### src/hdl/drs_pkg.sv
// Notes on behaviour
// low pulses on the reset pin under 5 us are ignored, over 9 us give a full reset.
// spikes inside a valid reset pulse are filtered too, so they do not break the reset; the code restarts its count on a spike before the reset is taken.
// each reset release reloads id bytes, common voltage and settings from nvm within 5 ms; the code reloads a sleep-out reset after its 120 ms blanking.
// a reset taken in sleep-in finishes its recovery within 5 ms of release.
// a reset taken in sleep-out may take up to 120 ms of recovery after release; the code recovers for 120 ms after its 120 ms blanking, up to 240 ms.
// the panel is blanked while resetting, with a blanking sequence of at most 120 ms from active.
// after the reset period all settings return to their hardware reset defaults.
// the host waits 5 ms after release before sending any command.
// the host sends no sleep-exit command until 120 ms after release.
// a ready flag stays low until recovery and reload are done; earlier commands are ignored.
package drs_pkg;
  // ----------------------------------------------------------------
  // timing
  // ----------------------------------------------------------------
  localparam int CLK_MHZ          = 100;
  localparam int REJECT_US        = 5;    // shorter pulses rejected
  localparam int ACCEPT_US        = 9;    // longer pulses always reset
  localparam int RECOVER_SLEEP_MS = 5;
  localparam int RECOVER_WAKE_MS  = 120;
  localparam int BLANK_MS         = 120;
  localparam int REJECT_CYC       = REJECT_US * CLK_MHZ;
  localparam int ACCEPT_CYC       = ACCEPT_US * CLK_MHZ;
  localparam int RECOVER_SLEEP_CYC = RECOVER_SLEEP_MS * 1000 * CLK_MHZ;
  localparam int RECOVER_WAKE_CYC  = RECOVER_WAKE_MS * 1000 * CLK_MHZ;
  localparam int BLANK_CYC         = BLANK_MS * 1000 * CLK_MHZ;
  // ----------------------------------------------------------------
  // nvm image and defaults
  // ----------------------------------------------------------------
  localparam int NVM_WORDS = 4;           // id1, id2, id3, common voltage
  localparam int NVM_IDX_COMV = 3;
  localparam logic [7:0] CMD_SLEEP_EXIT = 8'h11;
  localparam logic [7:0] CFG_RST_VAL    = 8'h00;
  typedef enum logic [2:0] {
    DRS_RUN    = 3'b000,
    DRS_RESET  = 3'b001,
    DRS_BLANK  = 3'b010,
    DRS_LOAD   = 3'b011,
    DRS_WAIT   = 3'b100
  } drs_state_t;
endpackage

### src/hdl/drs_pin_filter.sv
`timescale 1ns/10ps
// ------------------------------------------------------------------
// reset pin synchroniser and spike filter
// ------------------------------------------------------------------
module drs_pin_filter #(
  parameter int REJECT = 500,
  parameter int ACCEPT = 900
) (
  // clock and reset
  input  wire logic clk_sys,
  input  wire logic sys_rst,
  // pin
  input  wire logic pin_n,
  // filtered level, high while reset is held
  output logic      rst_hold
);
  localparam int CW = $clog2(ACCEPT + 1);
  initial begin
    if (REJECT < 1 || ACCEPT <= REJECT) $error("bad filter thresholds");
  end
  logic [2:0]    sync_r;
  logic          stable_r;
  logic [CW-1:0] cnt_r;
  // three stage synchroniser
  always_ff @(posedge clk_sys or posedge sys_rst) begin
    if (sys_rst) sync_r <= 3'h7;
    else         sync_r <= {sync_r[1:0], pin_n};
  end
  // agreed level once stages two and three match
  always_ff @(posedge clk_sys or posedge sys_rst) begin
    if (sys_rst)                  stable_r <= 1'b1;
    else if (sync_r[1] == sync_r[2]) stable_r <= sync_r[2];
  end
  // level must differ from held state for REJECT cycles to flip it
  always_ff @(posedge clk_sys or posedge sys_rst) begin
    if (sys_rst) begin
      cnt_r    <= '0;
      rst_hold <= 1'b0;
    end else if (stable_r == rst_hold) begin
      if (cnt_r == CW'(REJECT - 1)) begin
        cnt_r    <= '0;
        rst_hold <= ~rst_hold;
      end else begin
        cnt_r <= cnt_r + 1'b1;
      end
    end else begin
      cnt_r <= '0;                           // spike: restart the count
    end
  end
  AST_SHORT_SPIKE: assert property (@(posedge clk_sys) disable iff (sys_rst)
    $rose(rst_hold) |-> $past(stable_r, REJECT) == 1'b0)
    else $error("reset taken after too short a pulse");
endmodule // drs_pin_filter

### src/hdl/drs_seq.sv
`timescale 1ns/10ps
// ------------------------------------------------------------------
// hardware reset sequencer
// ------------------------------------------------------------------
module drs_seq
  import drs_pkg::*;
#(
  parameter int RECOVER_SLEEP = drs_pkg::RECOVER_SLEEP_CYC,
  parameter int RECOVER_WAKE  = drs_pkg::RECOVER_WAKE_CYC,
  parameter int BLANK         = drs_pkg::BLANK_CYC
) (
  // clock and reset
  input  wire logic       clk_sys,
  input  wire logic       sys_rst,
  // reset pin
  input  wire logic       hw_reset_n,
  // host command strobe
  input  wire logic       cmd_valid,
  input  wire logic [7:0] cmd_code,
  // nvm read port, one word per cycle
  output logic [1:0]      nvm_addr,
  input  wire logic [7:0] nvm_data,
  // status
  output logic            ready,
  output logic            panel_blank,
  output logic            sleep_out,
  output logic            cmd_accept,
  output logic [7:0]      common_voltage_setting,
  output logic [23:0]     id_bytes
);
  localparam int TW = 32;
  initial begin
    if (RECOVER_SLEEP < 1 || RECOVER_WAKE < RECOVER_SLEEP || BLANK < 1)
      $error("bad recovery counts");
  end
  drs_state_t     state_r;
  logic [TW-1:0]  tmr_r;
  logic [2:0]     ld_r;
  logic           rst_hold;
  logic           was_awake_r;
  logic           sleep_out_r;
  // ----------------------------------------------------------------
  // pin filter
  // ----------------------------------------------------------------
  drs_pin_filter #(.REJECT(REJECT_CYC), .ACCEPT(ACCEPT_CYC)) u_filt (
    .clk_sys  (clk_sys),
    .sys_rst  (sys_rst),
    .pin_n    (hw_reset_n),
    .rst_hold (rst_hold)
  );
  // ----------------------------------------------------------------
  // sequencer
  // ----------------------------------------------------------------
  // blank if awake, reset, reload, then wait out the recovery window
  always_ff @(posedge clk_sys or posedge sys_rst) begin
    if (sys_rst) begin
      state_r     <= DRS_RESET;
      tmr_r       <= '0;
      ld_r        <= '0;
      was_awake_r <= 1'b0;
    end else if (rst_hold && state_r != DRS_RESET && state_r != DRS_BLANK) begin
      state_r     <= sleep_out_r ? DRS_BLANK : DRS_RESET;
      was_awake_r <= sleep_out_r;
      tmr_r       <= '0;
    end else begin
      unique case (state_r)
        DRS_BLANK: begin
          tmr_r <= tmr_r + 1'b1;
          if (tmr_r == TW'(BLANK - 1)) begin
            state_r <= DRS_RESET;
            tmr_r   <= '0;
          end
        end
        DRS_RESET: begin
          if (!rst_hold) begin
            state_r <= DRS_LOAD;
            ld_r    <= '0;
            tmr_r   <= '0;
          end
        end
        // address and data registers put two cycles between a count and its word
        DRS_LOAD: begin
          tmr_r <= tmr_r + 1'b1;
          ld_r  <= ld_r + 1'b1;
          if (ld_r == 3'(NVM_WORDS + 1)) state_r <= DRS_WAIT;
        end
        DRS_WAIT: begin
          tmr_r <= tmr_r + 1'b1;
          if (tmr_r >= TW'((was_awake_r ? RECOVER_WAKE : RECOVER_SLEEP) - 1))
            state_r <= DRS_RUN;
        end
        DRS_RUN: tmr_r <= '0;
        default: state_r <= DRS_RESET;
      endcase
    end
  end
  // nvm address, data returns one cycle later
  always_ff @(posedge clk_sys or posedge sys_rst) begin
    if (sys_rst) nvm_addr <= '0;
    else         nvm_addr <= ld_r[1:0];
  end
  // capture nvm words; defaults restored while resetting
  always_ff @(posedge clk_sys or posedge sys_rst) begin
    if (sys_rst) begin
      id_bytes               <= '0;
      common_voltage_setting <= CFG_RST_VAL;
    end else if (state_r == DRS_RESET) begin
      id_bytes               <= '0;
      common_voltage_setting <= CFG_RST_VAL;
    end else if (state_r == DRS_LOAD && ld_r >= 3'h2) begin
      // word k arrives while the count reads k + 2
      if (ld_r == 3'(NVM_IDX_COMV + 2)) common_voltage_setting <= nvm_data;
      else id_bytes <= {id_bytes[15:0], nvm_data};
    end
  end
  // sleep mode: sleep-in after reset, woken by sleep-exit while running
  always_ff @(posedge clk_sys or posedge sys_rst) begin
    if (sys_rst)                  sleep_out_r <= 1'b0;
    else if (state_r != DRS_RUN)  sleep_out_r <= 1'b0;
    else if (cmd_valid && cmd_code == CMD_SLEEP_EXIT) sleep_out_r <= 1'b1;
  end
  // registered status outputs
  always_ff @(posedge clk_sys or posedge sys_rst) begin
    if (sys_rst) begin
      ready       <= 1'b0;
      panel_blank <= 1'b1;
      sleep_out   <= 1'b0;
      cmd_accept  <= 1'b0;
    end else begin
      ready       <= (state_r == DRS_RUN) && !rst_hold;
      panel_blank <= (state_r != DRS_RUN) || !sleep_out_r;
      sleep_out   <= sleep_out_r;
      cmd_accept  <= cmd_valid && state_r == DRS_RUN;
    end
  end
  AST_NO_CMD_EARLY: assert property (@(posedge clk_sys) disable iff (sys_rst)
    cmd_accept |-> $past(state_r) == DRS_RUN)
    else $error("command accepted before ready");
  AST_BLANK_WHILE_RESET: assert property (@(posedge clk_sys) disable iff (sys_rst)
    (state_r == DRS_RESET) |=> panel_blank)
    else $error("panel not blanked during reset");
  AST_DEFAULTS: assert property (@(posedge clk_sys) disable iff (sys_rst)
    (state_r == DRS_RESET) |=> common_voltage_setting == CFG_RST_VAL && !sleep_out_r)
    else $error("defaults not restored");
  AST_LOAD_SHORT: assert property (@(posedge clk_sys) disable iff (sys_rst)
    $rose(state_r == DRS_LOAD) |-> ##[1:6] state_r == DRS_WAIT)
    else $error("nvm reload too long");
  AST_NOT_READY_LOAD: assert property (@(posedge clk_sys) disable iff (sys_rst)
    (state_r == DRS_LOAD) |=> !ready)
    else $error("ready during reload");
  AST_SLEEP_REC: assert property (@(posedge clk_sys) disable iff (sys_rst)
    (state_r == DRS_WAIT && !was_awake_r) |-> tmr_r < TW'(RECOVER_SLEEP + 8))
    else $error("sleep recovery overran");
  AST_WAKE_REC: assert property (@(posedge clk_sys) disable iff (sys_rst)
    (state_r == DRS_WAIT) |-> tmr_r < TW'(RECOVER_WAKE + 8))
    else $error("wake recovery overran");
  AST_BLANK_MAX: assert property (@(posedge clk_sys) disable iff (sys_rst)
    (state_r == DRS_BLANK) |-> tmr_r < TW'(BLANK))
    else $error("blanking overran");
  // ----------------------------------------------------------------
  // sequencing and status checks
  // ----------------------------------------------------------------
  // ready only follows a run cycle
  AST_READY_NEEDS_RUN: assert property (@(posedge clk_sys) disable iff (sys_rst)
    ready |-> $past(state_r) == DRS_RUN)
    else $error("ready outside run");
  // ready drops as soon as a reset is held
  AST_READY_DROP: assert property (@(posedge clk_sys) disable iff (sys_rst)
    rst_hold |=> !ready)
    else $error("ready while reset held");
  // ready stays low while resetting
  AST_READY_LOW_RESET: assert property (@(posedge clk_sys) disable iff (sys_rst)
    (state_r == DRS_RESET) |=> !ready)
    else $error("ready during reset");
  // an accept needs a strobe one cycle earlier
  AST_ACCEPT_PULSE: assert property (@(posedge clk_sys) disable iff (sys_rst)
    cmd_accept |-> $past(cmd_valid))
    else $error("accept without strobe");
  // no strobe, no accept
  AST_NO_ACCEPT_IDLE: assert property (@(posedge clk_sys) disable iff (sys_rst)
    !cmd_valid |=> !cmd_accept)
    else $error("accept while idle");
  // waking needs the sleep-exit code while running
  AST_WAKE_ONLY_RUN: assert property (@(posedge clk_sys) disable iff (sys_rst)
    $rose(sleep_out_r) |-> $past(state_r) == DRS_RUN && $past(cmd_code) == CMD_SLEEP_EXIT)
    else $error("woken outside run");
  // a panel asleep stays blank
  AST_BLANK_ASLEEP: assert property (@(posedge clk_sys) disable iff (sys_rst)
    !sleep_out_r |=> panel_blank)
    else $error("panel lit while asleep");
  // a held reset leaves run at once
  AST_LEAVE_RUN: assert property (@(posedge clk_sys) disable iff (sys_rst)
    (rst_hold && state_r == DRS_RUN) |=> (state_r == DRS_RESET || state_r == DRS_BLANK))
    else $error("reset not taken from run");
  // blanking sequence only from the awake state
  AST_BLANK_ONLY_AWAKE: assert property (@(posedge clk_sys) disable iff (sys_rst)
    $rose(state_r == DRS_BLANK) |-> was_awake_r)
    else $error("blanking sequence while asleep");
  // release starts the reload next cycle
  AST_LOAD_AFTER_RELEASE: assert property (@(posedge clk_sys) disable iff (sys_rst)
    (state_r == DRS_RESET && !rst_hold) |=> state_r == DRS_LOAD)
    else $error("reload not started");
  // waiting only follows a reload
  AST_WAIT_FROM_LOAD: assert property (@(posedge clk_sys) disable iff (sys_rst)
    $rose(state_r == DRS_WAIT) |-> $past(state_r) == DRS_LOAD)
    else $error("wait without reload");
  // run only follows the recovery wait
  AST_RUN_FROM_WAIT: assert property (@(posedge clk_sys) disable iff (sys_rst)
    $rose(state_r == DRS_RUN) |-> $past(state_r) == DRS_WAIT)
    else $error("run without recovery");
  // id bytes back at default after reset
  AST_ID_DEFAULT: assert property (@(posedge clk_sys) disable iff (sys_rst)
    (state_r == DRS_RESET) |=> id_bytes == '0)
    else $error("id bytes not cleared");
  // reload starts asleep
  AST_ASLEEP_AFTER_RESET: assert property (@(posedge clk_sys) disable iff (sys_rst)
    $rose(state_r == DRS_LOAD) |-> !sleep_out_r)
    else $error("awake after reset");
  // loaded common voltage holds while running
  AST_COMV_HELD_RUN: assert property (@(posedge clk_sys) disable iff (sys_rst)
    (state_r == DRS_RUN && $past(state_r) == DRS_RUN) |-> $stable(common_voltage_setting))
    else $error("common voltage changed in run");
endmodule // drs_seq

### config.mk
export PLATFORM = sky130hd
export DESIGN_NAME = drs_seq
export DESIGN_NICKNAME = d
export VERILOG_FILES = /design/src/hdl/drs_pkg.sv /design/src/hdl/drs_pin_filter.sv /design/src/hdl/drs_seq.sv
export SDC_FILE = /design/constraint.sdc
export NUM_CORES = 1
export LEC_CHECK = 0
export ABC_AREA = 1
export BUFFER_PORTS_ARGS = -buffer_cell sky130_fd_sc_hd__buf_2
export CORE_AREA = 2 2 95 97
export DETAILED_ROUTE_END_ITERATION = 10
export DIE_AREA = 0 0 97 99
export PLACE_DENSITY = 0.8
export SKIP_CTS_REPAIR_TIMING = 1
export SYNTH_ARGS = -nofsm -noshare
export SYNTH_HDL_FRONTEND = slang
export SYNTH_SLANG_ARGS = --single-unit
### constraint.sdc
create_clock -name clk_sys -period 7.9 [get_ports clk_sys]
set_input_delay 0.395 -clock clk_sys [delete_from_list [all_inputs] [get_ports clk_sys]]
set_output_delay 0.395 -clock clk_sys [all_outputs]
set_load 0.01 [all_outputs]
==> reports/metrics.cfg <==
[grt]
grt-ovfl-total=0
antenna_found_initial=0
grt_pass1_wl_um=18500
grt_max_degree=55
grt_usage=0.234
grt_pass1_vias=4147

[sta]
slew_viol_final=0
period_needed_ns=2.44
hold_viol=0
grt_setup_unrepaired=no
maxSlewHeadroom=0.174
period_share=0.309
fmax_mhz=409
setup_viol=0
timing.setup.tns_ns=0
fin_skew_ns=0.00989
holdWs_ns=0.0977
tightestPinTransition_ns=1.24

[cts]
clk_latency_ns=0.37
h-tree-depth=3
root_buffer=clkbuf_8
cts_tree=yes
path_clk_slew_ns=0.10
cts_num_sinks=93
clk_path_buf_depth=2
cts_buffers=9

[die]
start_util=0.588
pin_count=58
coreArea_um2=8550
die_h_um=99
dieArea_um2=9600
rows=34
fp.dieW_um=97

[final_layout]
fin_util=0.653
syn2layout_area_growth_pct=10.9
drive_gt1_frac=0.130
instances_no_fill=833
antenna_cells=0
fill_cells=712
stdcell_area_um2=5580
fin_nets=757

[synth]
synth_ff_type=dfrtp_1
synth.most_common_cell=nand2_1
syn-instance-count=666
synth_seq_cells=93
synth_cell_types=36
yosys-top-cells-count=nand2_1, nor2_1, dfrtp_1, inv_1, o21ai_0
yosys-top-cells-area=dfrtp_1, nand2_1, nor2_1
synth_area_um2=5030
synth_edf_count=0
yosysWarnings=0
synth.top_cell.area_share=0.433
syn_nets=703
ys_async_sr_fraction=1.00
synth_area_per_cell_um2=7.55
yosys.area.top_type=dfrtp_1
ys_seq_area_frac=0.464

[outcome]
status=completed

[placement]
hpwl_um=7900
place_area_um2=5370
port_buffers=57
dp_cells=817
gp_congestion=0.942

[pwr]
p_sw_frac=0.235
p_leak_nw=2.77
p_int_mw=0.649
power_frac_seq=0.570
p_per_area_nw_per_um2=152
clkPwrFrac=0.402
p_sw_mw=0.200
p_comb_frac=0.028
max-vdd-ir-drop_mv=0.0803

[setup_path]
path_max_fanout=48
critical_path_class=reg -> reg
required_ns=8.15
end_kind=register
cp-start-kind=register
worstPathArrival_ns=2.69

[drt]
routed-via-count=4462
via_per_inst=5.36
wl_per_cell_um=13.0
drt_iter0_markers=311
ant_nets=0
drc=0
routed_wl_um=10900
dr.pass1.iters=6

[flow_run]
maxCapViolations=0

[hold_path]
hp-class=in -> async

[final cells by class]
class                      count  area [µm²]  area share
clock inverter                 6        77.6      0.0139
multi-input combinational    477        2300       0.412
timing repair buffer          58         293      0.0525
sequential                    93        2330       0.418
inverter                      81         305      0.0547
clock buffer                  10         138      0.0247
tap                          108         135      0.0242
[logic make-up after synthesis]
family                   share of synthesized area
AO/OA/AOI/OAI                               0.0729
XOR/XNOR                                    0.0174
adder cells (fa/ha/maj)                     0.0443
buffers and inverters                       0.0793
flip-flops                                   0.464
AND/OR/NAND/NOR                              0.322
[routing by layer]
layer  wire, µm  vias to the layer above  part of all wire  GRT usage
met2       5060                      155              0.47      0.386
met1       4820                     2061              0.44      0.312
met3        706                       26             0.065     0.0411
li1           -                     2220                 -          -
met4        276                        0             0.025     0.0856
met5          0                        -                 0          0
[power by group through the flow]
stage / clock network [mW] / registers, mW / logic, mW
finish: 0.342 / 0.484 / 0.0234
global route: 0.367 / 0.485 / 0.0281
CTS: 0.348 / 0.484 / 0.0244
detailed placement: 0 / 0.494 / 0.0244
global placement: 0 / 0.494 / 0.0238
floorplan: 0 / 0.493 / 0.0147
[path summary, 6_finish.rpt]
kind / end / startpoint / slack (ns) / depth (start not counted)
worst max-delay path: id_bytes[23] / state_r[0] / 5.46 / 6
worst min-delay path: tmr_r[25] / sys_rst / 0.1 / 2
worst max register to register: id_bytes[23] / state_r[0] / 5.46 / 6
worst min register to register: u_filt.sync_r[1] / u_filt.sync_r[0] / 0.36 / 0
max in group asynchronous: id_bytes[23] / sys_rst / 6.72 / 3
min in group clk_sys: u_filt.sync_r[0] / hw_reset_n / 0.11 / 1
[layout by cell type, fill, tap and decap left out, types with 2 or more instances in the layout]
cell / n
clkbuf_8: 10
a21oi_1: 13
nand2_1: 195
dfstp_2: 6
buf_2: 57
nor2_4: 3
nand4_1: 15
xnor2_1: 2
nand2_2: 2
ha_1: 17
or2_0: 2
inv_1: 78
o211ai_1: 3
xor2_1: 8
o21bai_1: 3
nand3b_1: 3
inv_2: 2
nor2_1: 92
nor3_1: 15
nand3_1: 42
nor2_2: 3
nand3_2: 2
dfrtp_1: 87
o21ai_0: 47
nor4_1: 2
inv_8: 2
o31ai_1: 2
[sequential cells by signal, summed over array words and instances (netlist names)]
signal and cells:
tmr_r 32, id_bytes 24, u_filt.cnt_r 10, common_voltage_setting 8, ld_r 3, state_r 3
u_filt.sync_r 3, nvm_addr 2, cmd_accept 1, panel_blank 1, ready 1, sleep_out 1
sleep_out_r 1, u_filt.rst_hold 1, u_filt.stable_r 1, was_awake_r 1
[per-stage QoR]
stage	total power, mW	worst slack (ns)
5_1_grt	0.880	5.17
3_3_place_gp	0.517	5.57
4_1_cts	0.857	5.47
2_1_floorplan	0.508	5.09
6_report	0.849	5.46
3_5_place_dp	0.518	5.48
[worst max-delay path: stages, from the launching register on]
cell and delay, ns:
dfstp_2 0.62, nand2_4 0.08, nor2_4 0.11, inv_2 0.19, nand3_1 0.13, nand2_1 0.71, o31ai_1 0.49
No activity file was read; power rests on OpenSTA's default activity.
